File: config.mk
export PLATFORM = sky130hd
export DESIGN_NAME = video_output_control
export DESIGN_NICKNAME = d
export VERILOG_FILES = /design/src/shared/video_output_pkg.sv /design/src/shared/pix_stream_if.sv /design/src/hdl/pix_fifo.sv /design/src/hdl/video_output_control.sv
export VERILOG_INCLUDE_DIRS = /design/src /design/src/shared
export SDC_FILE = /design/constraint.sdc
export NUM_CORES = 1
export LEC_CHECK = 0
export BUFFER_PORTS_ARGS = -buffer_cell sky130_fd_sc_hd__buf_2
export CAP_MARGIN = 10
export CORE_ASPECT_RATIO = 1.1
export CORE_MARGIN = 2
export CORE_UTILIZATION = 35
export CTS_CLUSTER_SIZE = 14
export DETAILED_ROUTE_END_ITERATION = 6
export SLEW_MARGIN = 20
export SYNTH_ARGS = -nofsm -noshare
export SYNTH_HDL_FRONTEND = slang
export SYNTH_SLANG_ARGS = --single-unit
File: constraint.sdc
create_clock -name clk -period 3.6 [get_ports clk]
set_input_delay 0 -clock clk [delete_from_list [all_inputs] [get_ports clk]]
set_output_delay 0 -clock clk [all_outputs]
set_load 0.02 [all_outputs]
File: src/shared/video_output_control_params.svh
// register offsets, field positions, reset values, write masks and sizes
`ifndef VIDEO_OUTPUT_CONTROL_PARAMS_SVH
`define VIDEO_OUTPUT_CONTROL_PARAMS_SVH
`define ADDR_POL        8'h24
`define ADDR_CLK_FMT    8'h25
`define ADDR_TRI_PD     8'h26
`define RST_POL         8'h10
`define RST_CLK_FMT     8'h72
`define RST_TRI_PD      8'h08
`define MASK_POL        8'h11
`define MASK_CLK_FMT    8'hff
`define MASK_TRI_PD     8'hb8
`define BIT_FLD_POL     4
`define BIT_CLK_INV     0
`define BIT_CLK_SEL_HI  7
`define BIT_CLK_SEL_LO  6
`define BIT_DRV_HI      5
`define BIT_DRV_LO      4
`define BIT_MODE_HI     3
`define BIT_MODE_LO     2
`define BIT_PRI_EN      1
`define BIT_SEC_EN      0
`define BIT_TS_VIDEO    7
`define BIT_TS_SPDIF    5
`define BIT_TS_I2S      4
`define BIT_PD_POL      3
`define FIFO_DEPTH      32
`define PIX_WIDTH       24
`define DIV_CNT_WIDTH   4
`endif

File: src/shared/video_output_pkg.sv
// types shared by the output stage
package video_output_pkg;
   typedef enum logic [1:0] {
      MODE_444 = 2'b00,
      MODE_422 = 2'b01,
      MODE_DDR = 2'b10,
      MODE_RSV = 2'b11
   } out_mode_t;
   typedef enum logic [1:0] {
      CLK_HALF = 2'b00,
      CLK_ONE  = 2'b01,
      CLK_TWO  = 2'b10,
      CLK_Q90  = 2'b11
   } clk_sel_t;
endpackage : video_output_pkg

File: src/shared/pix_stream_if.sv
// valid/ready word stream between the fifo and the output stage
`timescale 1ns/1ps
interface pix_stream_if #(parameter int WIDTH = 25);
   logic             valid;
   logic             ready;
   logic [WIDTH-1:0] data;
   modport src (output valid, output data, input ready);
   modport snk (input valid, input data, output ready);
endinterface : pix_stream_if

File: src/hdl/pix_fifo.sv
// flip-flop fifo with a registered full flag; empty is decoded from the registered count
`timescale 1ns/1ps
module pix_fifo #(
   parameter int WIDTH = 25,
   parameter int DEPTH = 32
) (
   // clock and reset
   input logic        clk,
   input logic        reset_n,
   // fill side: wr.ready is registered so it can leave the top directly
   pix_stream_if.snk  wr,
   // drain side
   pix_stream_if.src  rd
);
   localparam int AW = $clog2(DEPTH);
   logic [WIDTH-1:0] mem [DEPTH];
   logic [AW-1:0]    wr_ptr;
   logic [AW-1:0]    rd_ptr;
   logic [AW:0]      count;
   logic [AW:0]      next_count;
   wire push = wr.valid && wr.ready;
   wire pop  = rd.valid && rd.ready;
   assign next_count = count + (AW+1)'(push) - (AW+1)'(pop);
   assign rd.data    = mem[rd_ptr];
   assign rd.valid   = (count != '0);

   always_ff @(posedge clk) begin
      if (!reset_n) begin
         wr_ptr   <= '0;
         rd_ptr   <= '0;
         count    <= '0;
         wr.ready <= 1'b1;
      end else begin
         if (push) begin
            wr_ptr <= AW'(wr_ptr + 1'b1);
         end
         if (pop) begin
            rd_ptr <= AW'(rd_ptr + 1'b1);
         end
         count    <= next_count;
         wr.ready <= (next_count < (AW+1)'(DEPTH));
      end
   end

   always_ff @(posedge clk) begin
      if (push) begin
         mem[wr_ptr] <= wr.data;
      end
   end
endmodule : pix_fifo

File: src/hdl/video_output_control.sv
// output stage of the video receiver: clock, packing, enables, polarity
`timescale 1ns/1ps
`include "video_output_control_params.svh"
//////////////////////////////////////////////////////////////////////////////
// Function
// field output active low when polarity bit is 0, high when 1; resets 1
// output clock passes unchanged at invert 0, inverted at 1; resets 0
// clock select 00 half, 01 1x (reset), 10 2x, 11 1x shifted 90 degrees
// with pixel repetition the 1x clock is divided down from link clock
// two-bit drive code goes to pads, 00 weakest, 11 strongest, resets 11
// mode 00 4:4:4, 01 4:2:2 plus ddr on blue, 10 ddr 4:4:4 plus ddr blue
// primary output enable resets 1; secondary enable resets 0, modes 1 and 2
// video three-state and serial audio three-state bits, both reset 0
// i2s three-state bit floats i2s data and master clock together; resets 0
// power-down pin is active low when its polarity bit is 0; resets 1
// power-down pin is active high when its polarity bit is 1
// mode 11 is undefined; the stage falls back to plain 4:4:4 packing
module video_output_control (
   // clock and reset
   input  logic        clk,
   input  logic        reset_n,
   // register port
   input  logic        reg_wr,
   input  logic        reg_rd,
   input  logic [7:0]  reg_addr,
   input  logic [7:0]  reg_wdata,
   output logic [7:0]  reg_rdata,
   // pixel source, same clock
   input  logic        pix_valid,
   output logic        pix_ready,
   input  logic [23:0] pix_data,
   input  logic        pix_field,
   // asynchronous pins
   input  logic        pix_rep_pin,
   input  logic        pd_pin,
   // video pins
   output logic        clk_out,
   output logic        field_out,
   output logic [23:0] pri_data,
   output logic        pri_oe,
   output logic [7:0]  sec_data,
   output logic        sec_oe,
   output logic [1:0]  drive_strength,
   // audio pins and power
   output logic        spdif_oe,
   output logic        i2s_oe,
   output logic        mclk_oe,
   output logic        power_down
);
   //////////////////////////////////////////////////////////////////////////
   function automatic logic hit(input logic [7:0] a, input logic [7:0] t);
      hit = (a == t);
   endfunction : hit

   logic [7:0] pol_reg;
   logic [7:0] fmt_reg;
   logic [7:0] tri_reg;
   wire wr_pol = reg_wr && hit(reg_addr, `ADDR_POL);
   wire wr_fmt = reg_wr && hit(reg_addr, `ADDR_CLK_FMT);
   wire wr_tri = reg_wr && hit(reg_addr, `ADDR_TRI_PD);
   wire [7:0] rd_mux = hit(reg_addr, `ADDR_POL)     ? pol_reg :
                       hit(reg_addr, `ADDR_CLK_FMT) ? fmt_reg :
                       hit(reg_addr, `ADDR_TRI_PD)  ? tri_reg : 8'h00;

   always_ff @(posedge clk) begin
      if (!reset_n) begin
         pol_reg   <= `RST_POL;
         fmt_reg   <= `RST_CLK_FMT;
         tri_reg   <= `RST_TRI_PD;
         reg_rdata <= 8'h00;
      end else begin
         if (wr_pol) pol_reg <= reg_wdata & `MASK_POL;
         if (wr_fmt) fmt_reg <= reg_wdata & `MASK_CLK_FMT;
         if (wr_tri) tri_reg <= reg_wdata & `MASK_TRI_PD;
         // unmapped offsets read zero
         reg_rdata <= reg_rd ? rd_mux : 8'h00;
      end
   end

   wire fld_pol = pol_reg[`BIT_FLD_POL];
   wire clk_inv = pol_reg[`BIT_CLK_INV];
   wire [1:0] sel_raw = fmt_reg[`BIT_CLK_SEL_HI:`BIT_CLK_SEL_LO];
   wire [1:0] mode_raw = fmt_reg[`BIT_MODE_HI:`BIT_MODE_LO];
   wire pri_en = fmt_reg[`BIT_PRI_EN];
   wire sec_en = fmt_reg[`BIT_SEC_EN];
   wire ts_video = tri_reg[`BIT_TS_VIDEO];
   wire ts_spdif = tri_reg[`BIT_TS_SPDIF];
   wire ts_i2s = tri_reg[`BIT_TS_I2S];
   wire pd_pol = tri_reg[`BIT_PD_POL];
   video_output_pkg::clk_sel_t  sel;
   video_output_pkg::out_mode_t mode;
   assign sel  = video_output_pkg::clk_sel_t'(sel_raw);
   assign mode = video_output_pkg::out_mode_t'(mode_raw);

   //////////////////////////////////////////////////////////////////////////
   // two-stage synchronisers for the pins
   logic [1:0] sync1;
   logic [1:0] sync2;
   wire  [1:0] pins = {pd_pin, pix_rep_pin};
   generate
      for (genvar i = 0; i < 2; i++) begin : g_sync
         always_ff @(posedge clk) begin
            if (!reset_n) begin
               sync1[i] <= 1'b0;
               sync2[i] <= 1'b0;
            end else begin
               sync1[i] <= pins[i];
               sync2[i] <= sync1[i];
            end
         end
      end
   endgenerate
   wire pix_rep = sync2[0];
   wire pd_s    = sync2[1];

   //////////////////////////////////////////////////////////////////////////
   // clock divider: clk stands for the 2x edge rate of the link clock
   logic [`DIV_CNT_WIDTH-1:0] div_cnt;
   always_ff @(posedge clk) begin
      if (!reset_n) div_cnt <= '0;
      else          div_cnt <= div_cnt + 1'b1;
   end
   // repetition halves every derived rate instead of using the link clock
   wire clk_one  = pix_rep ? div_cnt[2] : div_cnt[1];
   wire clk_half = pix_rep ? div_cnt[3] : div_cnt[2];
   wire clk_two  = pix_rep ? div_cnt[1] : div_cnt[0];
   wire clk_q90  = clk_one ^ clk_two;
   wire next_clk = (sel == video_output_pkg::CLK_HALF) ? clk_half :
                   (sel == video_output_pkg::CLK_TWO)  ? clk_two  :
                   (sel == video_output_pkg::CLK_Q90)  ? clk_q90  :
                                                         clk_one;
   // one pixel leaves per 1x period; the source stalls on a full fifo
   wire tick = pix_rep ? (div_cnt[2:0] == 3'h7) : (div_cnt[1:0] == 2'h3);
   wire half = clk_one;

   //////////////////////////////////////////////////////////////////////////
   pix_stream_if #(.WIDTH(`PIX_WIDTH + 1)) fill ();
   pix_stream_if #(.WIDTH(`PIX_WIDTH + 1)) drain ();
   assign fill.valid  = pix_valid;
   assign fill.data   = {pix_field, pix_data};
   assign pix_ready   = fill.ready;
   assign drain.ready = tick;

   pix_fifo #(
      .WIDTH (`PIX_WIDTH + 1),
      .DEPTH (`FIFO_DEPTH)
   ) u_fifo (
      .clk     (clk),
      .reset_n (reset_n),
      .wr      (fill),
      .rd      (drain)
   );

   logic [23:0] cur_pix;
   logic        cur_field;
   logic        chroma_b;
   always_ff @(posedge clk) begin
      if (!reset_n) begin
         cur_pix   <= 24'h000000;
         cur_field <= 1'b0;
         chroma_b  <= 1'b0;
      end else if (drain.valid && drain.ready) begin
         cur_pix   <= drain.data[23:0];
         cur_field <= drain.data[24];
         chroma_b  <= ~chroma_b;
      end
   end

   //////////////////////////////////////////////////////////////////////////
   // packing: g carries luma, r/b alternate as chroma per pixel
   wire [7:0] luma   = cur_pix[15:8];
   wire [7:0] chroma = chroma_b ? cur_pix[7:0] : cur_pix[23:16];
   wire is_422 = (mode == video_output_pkg::MODE_422);
   wire is_ddr = (mode == video_output_pkg::MODE_DDR);
   wire dual   = is_422 || is_ddr;
   wire [23:0] next_pri = is_422 ? {8'h00, luma, chroma} :
                          is_ddr ? {12'h000, half ? cur_pix[11:0]
                                                  : cur_pix[23:12]} :
                                   cur_pix;
   wire [7:0] next_sec = dual ? (half ? chroma : luma) : 8'h00;
   wire next_pri_oe = ~ts_video && pri_en;
   wire next_sec_oe = ~ts_video && sec_en && dual;
   wire next_pd = pd_pol ? pd_s : ~pd_s;

   always_ff @(posedge clk) begin
      if (!reset_n) begin
         clk_out        <= 1'b0;
         field_out      <= 1'b0;
         pri_data       <= 24'h000000;
         pri_oe         <= 1'b0;
         sec_data       <= 8'h00;
         sec_oe         <= 1'b0;
         drive_strength <= 2'h3;
         spdif_oe       <= 1'b0;
         i2s_oe         <= 1'b0;
         mclk_oe        <= 1'b0;
         power_down     <= 1'b0;
      end else begin
         clk_out        <= next_clk ^ clk_inv;
         field_out      <= fld_pol ? cur_field : ~cur_field;
         pri_data       <= next_pri;
         pri_oe         <= next_pri_oe;
         sec_data       <= next_sec;
         sec_oe         <= next_sec_oe;
         drive_strength <= fmt_reg[`BIT_DRV_HI:`BIT_DRV_LO];
         spdif_oe       <= ~ts_spdif;
         i2s_oe         <= ~ts_i2s;
         mclk_oe        <= ~ts_i2s;
         power_down     <= next_pd;
      end
   end
endmodule : video_output_control

==> results, run 1 <==
- The worst-skew pair later-pin latency is 0.65 ns.
- The flow ran to the end, and the final reports show no timing, DRC or antenna violations.
- The first global-routing pass estimated 127000 um of wire.
- The data required time at the worst endpoint is 4.14 ns.
- The flip-flop count of the largest register, all copies and words added is 800.
- The number of warnings reported in the yosys synthesis log is 0.
- The H-tree was split into 3 levels.
- The pin count of the biggest net entering global routing is 63.
- Pin placement for this block handled 99 I/O pins.
- Across all layers, the routed design uses 18.3k vias.
- In this run, synthesis inferred 800 flip-flops with an integrated enable.
- The initial antenna violation count is 0.
- The dominant register cell in the synthesized netlist is edfxtp_1.
- The clock net in this run drives a total of 914 sinks.
- Buffers inserted during clock tree synthesis total 91.
- In this run the power density over the cells is 544 nW/um^2.
- The setup path with the least slack is of type reg2reg.
- The iteration count of the initial detailed-routing pass is 5.
- In this run, synthesis produced a sequential element count of 914.
- Data arrives at the worst endpoint at 3.32 ns.
- After layout, the minimum clock period comes to 2.78 ns.
- In this run the deepest clock path goes through 3 buffers.
- The number of DRC markers in iteration 0 is 1539.
- Max-cap violations in this run came to 0.
- The via count of the first global-routing pass is 18.8k.
- At the pin with the least slew margin, the transition time is 0.884 ns.
- The capture point of the worst path is u_fifo.count[5]$_SDFF_PN0_.
- The library cell with the largest summed area after synthesis is edfxtp_1.
- The worst register-to-register path ends at u_fifo.count[5]$_SDFF_PN0_.
- The post-synthesis cell type count is 56.
- The finished layout holds 3434 standard cells, fillers aside.
- In this run the standard cell core region covers 99000 sq um.
- The post-synthesis async set-or-reset flop share is 0.
- After global routing the overflow that remains totals 0.
- The worst clock skew is 0.0208 ns.
- The number of nets handed over by synthesis was 1923.
- The clock-pin slew of the registers on the worst-case setup and hold paths is 0.06 ns.
- Sorting the synthesized cells by area gives the leading types as edfxtp_1 69%, mux4_2 8.1%, dfxtp_1 6.5%.
- Dividing the final minimum period by the clock period gives 0.773.
- Based on the critical path, the design can be clocked at up to 359 MHz.
- In the final routed layout, each cell accounts on average for 25.3 um.
- The number of gates resized after CTS was 0.
- The type of the most critical hold path is in2reg.
- The max-slew violation count is 0.
- The worst register-to-register path begins at div_cnt[1]$_SDFF_PN0_.
- For this run, the post-layout net count is 2132.
- The worst setup path is captured at a flip-flop.
- Setup violations remaining at the end of the flow were counted as 0.
- The largest register by flop count is u_fifo.mem.
- Of all nets on the critical path, the largest fanout is 6.
- After detailed routing, the total wire length is 86800 um.
- Across the VDD grid, the largest voltage drop is 353 uV.
- The largest registers in the layout are u_fifo.mem x800, cur_pix x24, pri_data x24.
- Synthesis produced 1857 cells.
- The total number of placement rows is 121.
- Across every metal layer, demand over resource in global routing totals 0.169.
- For the worst flop-to-flop path, the logic depth is 12.
- The share of the Yosys chip area taken by registers is 0.753.
- TritonCTS built the clock tree.
- The HPWL reported at the end of detailed placement is 50100 um.
- Each instance of the synthesized netlist takes up on average 18.8 sq um.
- The initial utilization of the core area, before any placement, comes to 0.353.
- The die covers 102000 sq um.
- The worst setup path is launched from a flip-flop.
- The share of Yosys cell area claimed by the top area cell type is 0.687.
- Measured along the y axis, the die boundary spans 335 um.
- The reg2reg setup slack is 0.82 ns.
- The final total negative setup slack is 0 ns.
- The startpoint of the most critical hold path is reg_addr[3].
- The number of hold buffers added after CTS is 60.
- In the final layout, the share of cells above drive strength 1 is 0.222.
- The count of buffers inserted at the top-level ports is 98.
- The post-CTS repair timing setup buffer count is 0.
- After detailed routing, the number of remaining DRC violations is 0.
- Counting tap cells, the placed design contains a total of 3204 instances.
- Routability-driven placement finished with a final weighted congestion of 0.801.
- The root buffer selected by CTS is clkbuf_16.
- The worst hold margin is 0.0427 ns.
- For this design the static power due to leakage is 0.0127 uW.
- The count of final hold-check violations is 0.
- Setup repair after global routing left no endpoint under its margin.
- The most critical setup path has its startpoint at div_cnt[1]$_SDFF_PN0_.
- In this run the cell area of the synthesized design comes to 34900 sq um.
- The number of routed nets with antenna violations is 0.
- The floorplan die width is 305 um.
- Using the TritonRoute via totals, the vias-per-cell ratio works out to 5.32.
- The relative area change from synthesis to final layout is 17.4%.
- Headroom to the max-slew limit came out at 0.405.
metrics by stage:
stage / cell area (sq um) / utilization / total power (uW) / worst slack [ns]
floorplan: 34900 / - / 12800 / 0.209
global placement: 37500 / 0.378 / 13200 / 0.842
detailed placement: 37500 / 0.378 / 13300 / 0.798
CTS: 41000 / 0.414 / 22500 / 0.794
global route: 41000 / 0.414 / 23000 / 0.611
finish: 41000 / 0.414 / 22300 / 0.817
placed cells by master (no fill, tap or decap), types with 5 or more instances in the layout:
master and instances:
edfxtp_1 800, mux2i_1 207, mux4_2 125, dfxtp_1 109, buf_2 98, clkbuf_16 94, dlygate4sd3_1 60, nor2_1 55
a21oi_1 49, buf_4 45, o21ai_0 37, a211oi_1 33, and2_1 31, nor2_4 30, nand2_1 29, a221oi_1 26
o22ai_1 25, o221ai_1 25, a22o_1 21, clkbuf_1 20, buf_12 18, inv_1 17, ha_1 17, nand3_1 16
clkinv_1 15, clkbuf_8 14, clkinv_2 11, xor2_1 10, a311oi_1 8, o21ai_1 6, xnor2_1 5, o21a_1 5
logic make-up (layout without fill, tap and decap cells):
kind of cell	after synthesis	count (layout)	share of synthesized area
and+or+nand+nor	198	198	0.0278
xor gates and xnor gates	15	15	0.00376
buffers and inverters	125	410	0.0179
adders and majority gates	18	18	0.00666
muxes	334	334	0.140
other	0	1	0
AOI/OAI and AO/OA	253	253	0.0506
DFF	914	914	0.753
cell type report:
cell class | instances | area, sq um
fill | 8716 | 58000
sequential | 914 | 26300
multi-input combinational | 818 | 8270
clock buffer | 133 | 2650
timing repair buffer | 221 | 1790
tap | 1291 | 1620
clock inverter | 36 | 289
inverter | 20 | 75.1
antenna | 1 | 2.50
power by group:
| group | switching (uW) | internal [uW] | total [uW] |
|---|---|---|---|
| Sequential | 103 | 11700 | 11800 |
| Combinational | 771 | 492 | 1260 |
| Clock | 3890 | 5330 | 9220 |
| Total | 4770 | 17500 | 22300 |
cell usage after synthesis, drive strengths merged, types with 2 or more instances:
cell type	count
nor3b	3
nor2	86
clkinv	2
a21oi	49
a311oi	8
nand2	30
nand3b	3
nor2b	6
a22oi	3
inv	18
xor2	10
o21bai	2
xnor2	5
dfxtp	114
nand2b	4
o21a	5
and2	32
a22o	21
a211oi	33
mux4	125
nand4	2
and3	4
nor3	3
or3b	2
buf	68
ha	17
clkbuf	37
a2111oi	5
a221oi	26
o22ai	25
o31ai	4
nand3	19
edfxtp	800
mux2i	207
o221ai	25
o21ai	43
or3	2
mux2	2
critical path, cell delays in order, from the launching register on:
cell and delay, ns:
dfxtp_1 0.42, ha_1 0.20, ha_1 0.14, mux2i_1 0.10, a41oi_4 0.20, ha_1 0.21, inv_1 0.05, ha_1 0.27
a21o_1 0.17, a21oi_1 0.21, o21bai_1 0.09, a21oi_1 0.25, mux2_2 0.36
per-layer routing:
layer  vias to the layer above  wire length [um]  GRT usage
li1                       7942                 -          -
met1                      9633             36500      0.217
met2                       548             43100      0.288
met3                       133              4530     0.0276
met4                         0              2680     0.0610
met5                         -                 0          0
how the worst min path moves through the flow:
| stage | end | depth (start not counted) | slack (ns) |
|---|---|---|---|
| floorplan | reg_rdata[0]$_SDFF_PN0_ | 1 | 0.08 |
| global placement | fmt_reg[1]$_SDFFE_PN1P_ | 3 | 0.22 |
| detailed placement | fmt_reg[1]$_SDFFE_PN1P_ | 3 | 0.22 |
| CTS | reg_rdata[6]$_SDFF_PP0_ | 5 | 0.02 |
| global route | reg_rdata[6]$_SDFF_PP0_ | 5 | 0.04 |
| finish | reg_rdata[6]$_SDFF_PP0_ | 5 | 0.04 |
(Power assumes the default switching activity.)
==> inputs of run 2 (changes only) <==
==> constraint.sdc (replaced) <==
create_clock -name clk -period 2.7 [get_ports clk]
set_input_delay 0 -clock clk [delete_from_list [all_inputs] [get_ports clk]]
set_output_delay 0 -clock clk [all_outputs]
set_load 0.02 [all_outputs]
==> run 2 against run 1 <==
Net effect:
- the flow now finishes with violations (hold timing)
- power is 34% higher
- clock skew is 0.00093 ns higher
- setup slack worse by 0.68 ns
- via count is 0.74% higher
- design area is 1.3% higher
- sequential share of layout area is 0.82 points lower
- cell count is 1.4% higher
- core utilization is 0.53 points higher
- non-clock buffer count is 54 higher
- fmax is 8.5% higher
- sequential power is 34% higher
- register-to-register slack worse by 0.68 ns
- critical path type unchanged
- highest routed layer is now met5
==> results, run 2 (synthesis gave the netlist of run 1 again) <==
- The run finished, with violations left.
- The checks that failed: hold timing.
- The worst-skew pair later-pin latency is 0.65 ns.
- For this design the ratio of total power to cell area is 721 nW/um^2.
- The number of routed nets with antenna violations is 0.
- For this run, design rule violations remaining after detail routing come to 0.
- The most critical setup path has its endpoint at u_fifo.count[5]$_SDFF_PN0_.
- Entering global routing, the biggest net connects 37 pins.
- The critical path crosses 12 cells after its start point.
- The maximum achievable frequency is 390 MHz.
- The CTS tree is yes.
- The flip-flop count of the largest register, all copies and words added is 800.
- The worst path buffer plus inverter count is 1.
- CTS saw 914 sinks.
- For this design the static power due to leakage is 0.0130 uW.
- The worst setup path is captured at a flip-flop.
- The max-slew violation count is 0.
- Of the cells placed in the final design, the portion with a size suffix greater than 1 is 0.243.
- The top cell family by delay on the critical path is compound AO/OA/AOI/OAI gates.
- The HPWL reported at the end of detailed placement is 53400 um.
- Dividing the detail-routed via count by the number of cells gives 5.28.
- The final layout contains routed wiring with a total length of 87400 um.
- The H-tree was split into 3 levels.
- Before antenna repair, the detailed router went through 7 iterations.
- After routing, the total negative slack on setup checks comes to 0 ns.
- Measured against its own limit, the worst slew margin works out to 0.527.
- From synthesis to final layout, the design area changed by 18.9%.
- VDD sags by at most 446 uV.
- In the final layout, the registers with the most flip-flops are u_fifo.mem x800, cur_pix x24, pri_data x24.
- The data required time at the worst endpoint is 3.23 ns.
- The worst hold margin is -0.0250 ns.
- Of the available clock period, the critical path in the final layout requires 0.950.
- The standard cell core area is 99000 sq um.
- The post-placement setup slack is 0.0871 ns.
- Pin placement for this block handled 99 I/O pins.
- In the final routed layout, each cell accounts on average for 25.1 um.
- For the pin with the worst max-slew slack, the measured transition is 0.702 ns.
- Measured along the y axis, the die boundary spans 335 um.
- The count of final hold-check violations is 1.
- The max-capacitance violation count is 0.
- In this run the clock root is driven by a clkbuf_16.
- The longest clock path from root to sink contains 3 buffers.
- After the last flow step, the layout net total stands at 2182.
- The time the final worst path needs with I/O delays and setup is 2.57 ns.
- The largest register by flop count is u_fifo.mem.
- The global-route wire length before repair is 128000 um.
- The arrival time reported for the critical path endpoint is 3.10 ns.
- For this configuration, the core starts out at a cell density of 0.353.
- The type of the most critical hold path is in2reg.
- Counting the buffers created by CTS gives 87.
- The startpoint of the most critical register-to-register path is div_cnt[1]$_SDFF_PN0_.
- The total number of placement rows is 121.
- The aggregate global routing overflow is 0.
- Clock skew on the completed layout was measured at 0.0217 ns.
- The classification of the worst setup path is reg2reg.
- The core occupancy in the finished layout is 0.420.
- For this run, the total global-route usage over all layers was measured as 0.169.
- The initial antenna violation count is 2.
- The total via count after detailed routing is 18.4k.
- The floorplan step set the die width to 305 um.
- The endpoint identified for the worst register-to-register timing path is u_fifo.count[5]$_SDFF_PN0_.
- The delay of the slowest critical-path stage is 0.34 ns.
- Of all nets on the critical path, the largest fanout is 2.
- The number of cell instances on the worst register-to-register path is 12.
- The most frequent cell on the critical path is ha_1.
- The via count of the first global-routing pass is 19.1k.
- The most common cell after layout, fill and taps aside is edfxtp_1.
- The die footprint is 102000 sq um.
- After clock tree synthesis, the clock-pin slew on the worst setup and hold paths is 0.06 ns.
- The number of cells after detailed placement is 3259.
- The congestion estimate from routability-driven global placement came to 0.835.
- The final instance count without filler cells is 3483.
- The launching element of the worst setup path is div_cnt[1]$_SDFF_PN0_.
- The detailed router finished its first iteration with 1483 violations.
- The nature of the critical path startpoint is a flip-flop.
- Among all stages on the critical path, the largest delay is contributed by dfxtp_1.
- The reg2reg setup slack is 0.13 ns.
- The critical path goes through ha_1 -> ha_1 -> mux2i_2 -> a41oi_4 -> ha_4 -> inv_1 -> ha_1 -> a21o_1 -> a21oi_2 -> o21bai_1 -> a21oi_2 -> mux2_2.
- The count of buffers inserted at the top-level ports is 98.
- The final number of setup-violating endpoints is 0.
- In the layout the commonest cells are 800 x edfxtp_1, 206 x mux2i_1, 125 x mux4_2, 109 x dfxtp_1, 98 x buf_2.
- The worst-case setup margin in the final layout is 0.135 ns.
- Buffers added to address setup during post-CTS repair amount to 0.
run 2: timing repair:
action                     4_1_cts  5_1_grt
hold buffers                    59        1
setup endpoints to repair        0        4
resized for setup                0        5
hold endpoints to repair       835        2
run 2: worst register-to-register path, cell delays in order (launching register included):
cell      delay (ns)
dfxtp_1         0.34
ha_1            0.19
ha_1            0.17
mux2i_2         0.09
a41oi_4         0.23
ha_4            0.18
inv_1           0.05
ha_1            0.28
a21o_1          0.20
a21oi_2         0.15
o21bai_1        0.09
a21oi_2         0.16
mux2_2          0.34
run 2: layer usage:
| layer | GRT usage | wire length (um) | vias up |
|---|---|---|---|
| li1 | - | - | 8026 |
| met1 | 0.217 | 36800 | 9700 |
| met2 | 0.297 | 44400 | 558 |
| met3 | 0.0244 | 4360 | 105 |
| met4 | 0.0523 | 1870 | 2 |
| met5 | 0 | 13 | - |
run 2: per-stage QoR:
step	power (uW)	cell area, sq um
after detailed placement	17900	38000
after global routing	30900	41500
after floorplan	17000	35000
final	29900	41500
after CTS	30200	41500
after global placement	17800	38000
run 2: worst min-delay path by stage:
stage	start	endpoint	slack, ns	depth (start not counted)
after floorplan	reg_addr[1]	reg_rdata[0]$_SDFF_PN0_	0.08	1
after global placement	reg_wdata[1]	fmt_reg[1]$_SDFFE_PN1P_	0.21	3
after global routing	reg_addr[5]	pol_reg[0]$_SDFFE_PN0P_	0.001	5
final	reg_addr[3]	pol_reg[0]$_SDFFE_PN0P_	-0.03	6
after detailed placement	pd_pin	sync1[1]$_SDFF_PN0_	0.22	2
after CTS	reg_addr[6]	reg_rdata[4]$_SDFF_PN0_	0.007	6
run 2: where the power goes:
part	total [uW]	internal [uW]	switching, uW	leakage [uW]
clock network	12300	7130	5180	0.00143
registers	15800	15600	144	0.00813
logic	1880	772	1110	0.00347
run 2: area by class of cell:
type / count / area [sq um]
sequential: 914 / 26300
clock buffer: 128 / 2580
inverter: 20 / 75.1
clock inverter: 36 / 334
fill: 8708 / 57500
multi-input combinational: 818 / 8310
timing repair buffer: 275 / 2300
tap: 1291 / 1620
antenna: 1 / 2.50
==> inputs of run 3 (changes only) <==
--- a/config.mk
+++ b/config.mk
@@ -11,6 +11,7 @@
 export CORE_ASPECT_RATIO = 1.1
 export CORE_MARGIN = 2
 export CORE_UTILIZATION = 35
+export CTS_BUF_LIST = sky130_fd_sc_hd__clkbuf_4 sky130_fd_sc_hd__clkbuf_8 sky130_fd_sc_hd__clkbuf_16
 export CTS_CLUSTER_SIZE = 14
 export DETAILED_ROUTE_END_ITERATION = 6
 export SLEW_MARGIN = 20
==> run 3 against run 2 <==
Net effect:
- global-route usage about the same
- the flow still finishes with violations (hold timing)
- setup slack got worse by 0.0040 ns
- combinational power about the same
- register-to-register slack about the same
==> results, run 3 (synthesis gave the netlist of run 1 again) <==
- The largest registers in the layout are u_fifo.mem x800, cur_pix x24, pri_data x24.
- The total number of placement rows is 121.
- For this design, the sink count on the clock tree is 914.
- The worst clock skew is 0.0217 ns.
- The die footprint is 102000 sq um.
- The min-delay analysis places its worst path in the category in2reg.
- Walking the worst path, the cells encountered are ha_1 -> ha_1 -> mux2i_2 -> a41oi_4 -> ha_4 -> inv_1 -> ha_1 -> a21o_1 -> a21oi_2 -> o21bai_1 -> a21oi_2 -> mux2_2.
- The met2 wire length is 44600 um.
- The worst setup path is captured at a flip-flop.
- The initial antenna violation count came to 2.
- The max-capacitance violation count is 0.
- The worst supply voltage drop on vdd is 445 uV.
- Of all nets on the critical path, the largest fanout is 2.
- The via count of the first global-routing pass is 19.1k.
- The final number of setup-violating endpoints is 0.
- The largest single stage delay on the critical path is 0.34 ns.
- The worst relative slew slack is 0.565.
- The HPWL reported at the end of detailed placement is 53400 um.
- The detail-routed net length per standard cell is 25.1 um.
- Measured along the x axis, the die boundary spans 305 um.
- The multi-input combinational cell area is 8310 sq um.
- The count of H-tree levels built during CTS is 3.
- The routability congestion estimate is 0.835.
- The first global-routing pass estimated 128000 um of wire.
- The nature of the critical path startpoint is a flip-flop.
- Timing would allow up to 389 MHz.
- The share of final-layout standard cells stronger than drive strength 1 is 0.253.
- For this block, wires on met1 add up to 36500 um.
- The most common cell after layout, fill and taps aside is edfxtp_1.
- The uppermost metal layer occupied by signal nets is met5.
- The worst hold margin is -0.0259 ns.
- During placement, the flow inserted port buffers numbering 98.
- The final layout contains routed wiring with a total length of 87500 um.
- The number of cell instances on the worst register-to-register path is 12.
- The area taken by flip-flops and latches is 26300 sq um.
- The final reports fail on hold timing.
- The core occupancy in the finished layout is 0.420.
- In the layout the commonest cells are 800 x edfxtp_1, 206 x mux2i_1, 125 x mux4_2, 109 x dfxtp_1, 98 x buf_2.
- The worst-skew pair later-pin latency is 0.65 ns.
- At the worst endpoint, the required time is 3.23 ns.
- Of the available clock period, the critical path in the final layout requires 0.952.
- The area growth from synthesis to layout is 19.1%.
- The max-slew violation count is 0.
- The CTS tree is yes.
- For this block, the via count after detailed routing is 18.4k.
- After floorplanning, the core was sized to cover 99000 sq um.
- The cell that appears most often on the critical path is ha_1.
- In this run the count of I/O pins placed on the die edge is 99.
- The number of routed nets with antenna violations is 0.
- The worst-case setup margin in the final layout is 0.131 ns.
- The number of nets at the end of the flow is 2182.
- Along the worst hold path, the cell count comes to 6.
- After detailed routing, the number of remaining DRC violations is 0.
- At the placement stage, the worst setup path has a slack of 0.0871 ns.
- The via count normalized by instance count is 5.27.
- For this design the static power due to leakage is 0.0131 uW.
- After global routing the overflow that remains totals 0.
- The run finished, with violations left.
- The arrival time reported for the critical path endpoint is 3.10 ns.
- The die extent in y is 335 um.
- The flip-flop count of the largest register, all copies and words added is 800.
- After clock tree synthesis, the clock-pin slew on the worst setup and hold paths is 0.06 ns.
- The top cell family by delay on the critical path is compound AO/OA/AOI/OAI gates.
- The count of final hold-check violations came to 1.
- The time the final worst path needs with I/O delays and setup is 2.57 ns.
- The worst path buffer plus inverter count is 1.
- Counting the fill cells in the layout gives 8695.
- In this run the number of cells on the critical path is 12.
- For this configuration, the core starts out at a cell density of 0.353.
- The post-CTS repair timing setup buffer count is 0.
- CTS placed an instance of clkbuf_16 at the clock tree root.
- The ratio of total power to cell area is 725 nW/um^2.
- For the pin with the worst max-slew slack, the measured transition is 0.652 ns.
- The largest register by flop count is u_fifo.mem.
- The total track usage is 0.169.
- The iteration count of the initial detailed-routing pass is 5.
- The classification of the worst setup path is reg2reg.
- After the first detailed-routing iteration, the DRC count stood at 1545.
- The design draws 30200 uW.
- The standard cell with the maximum stage delay on the critical path is dfxtp_1.
- The longest clock path from root to sink contains 3 buffers.
- The number of clock buffers added by TritonCTS is 87.
- The length of routed met3 wiring is 4640 um.
- The pin count of the biggest net entering global routing is 37.
run 3: cell count changes in the layout (fill, tap and decap cells not counted):
cell and delta:
clkbuf_1 -23, clkbuf_4 +23
run 3: power breakdown:
group | leakage, uW | switching, uW | internal, uW
clock | 0.00151 | 5180 | 7370
combinational | 0.00347 | 1110 | 772
sequential | 0.00813 | 144 | 15600
total | 0.0131 | 6430 | 23700
run 3: routing by layer:
| metal | vias up | GRT usage |
|---|---|---|
| met1 | 9626 | 0.217 |
| met5 | - | 0 |
| met2 | 605 | 0.298 |
| li1 | 8025 | - |
| met4 | 2 | 0.0509 |
| met3 | 97 | 0.0242 |
run 3: worst paths after layout:
check,start,endpoint,slack [ns]
max,div_cnt[1]$_SDFF_PN0_,u_fifo.count[5]$_SDFF_PN0_,0.13
min,reg_addr[3],pol_reg[0]$_SDFFE_PN0P_,-0.03
max reg2reg,div_cnt[1]$_SDFF_PN0_,u_fifo.count[5]$_SDFF_PN0_,0.13
min reg2reg,tri_reg[5]$_SDFFE_PN0P_,spdif_oe$_SDFF_PN0_,0.44
run 3: through the flow:
stage | instance area [sq um] | TNS (ns) | instances
floorplan | 35000 | 0 | 1857
global placement | 38000 | 0 | 3259
detailed placement | 38000 | 0 | 3259
CTS | 41600 | 0 | 3482
global route | 41600 | -0.0349 | 3483
finish | 41600 | 0 | 3483
run 3: final cells by class:
type | count | area share
Timing Repair Buffer | 275 | 0.0554
Antenna cell | 1 | 0.0000601
Inverter | 20 | 0.00180
Multi-Input combinational cell | 818 | 0.200
Clock buffer | 128 | 0.0640
Clock inverter | 36 | 0.00803
Tap cell | 1291 | 0.0388
Sequential cell | 914 | 0.632
run 3: what timing repair did:
item                                    CTS  global route
hold buffers                             59             1
endpoints found under the hold margin   835             2
endpoints found under the setup margin    0             4
resized for setup                         0             5
run 3: tightest hold or removal path, stage by stage:
cell and delay (ns):
buf_2 0.08, or4b_4 0.12, nor3b_4 0.06, nand3_1 0.15, mux2i_1 0.09, nor2_1 0.08
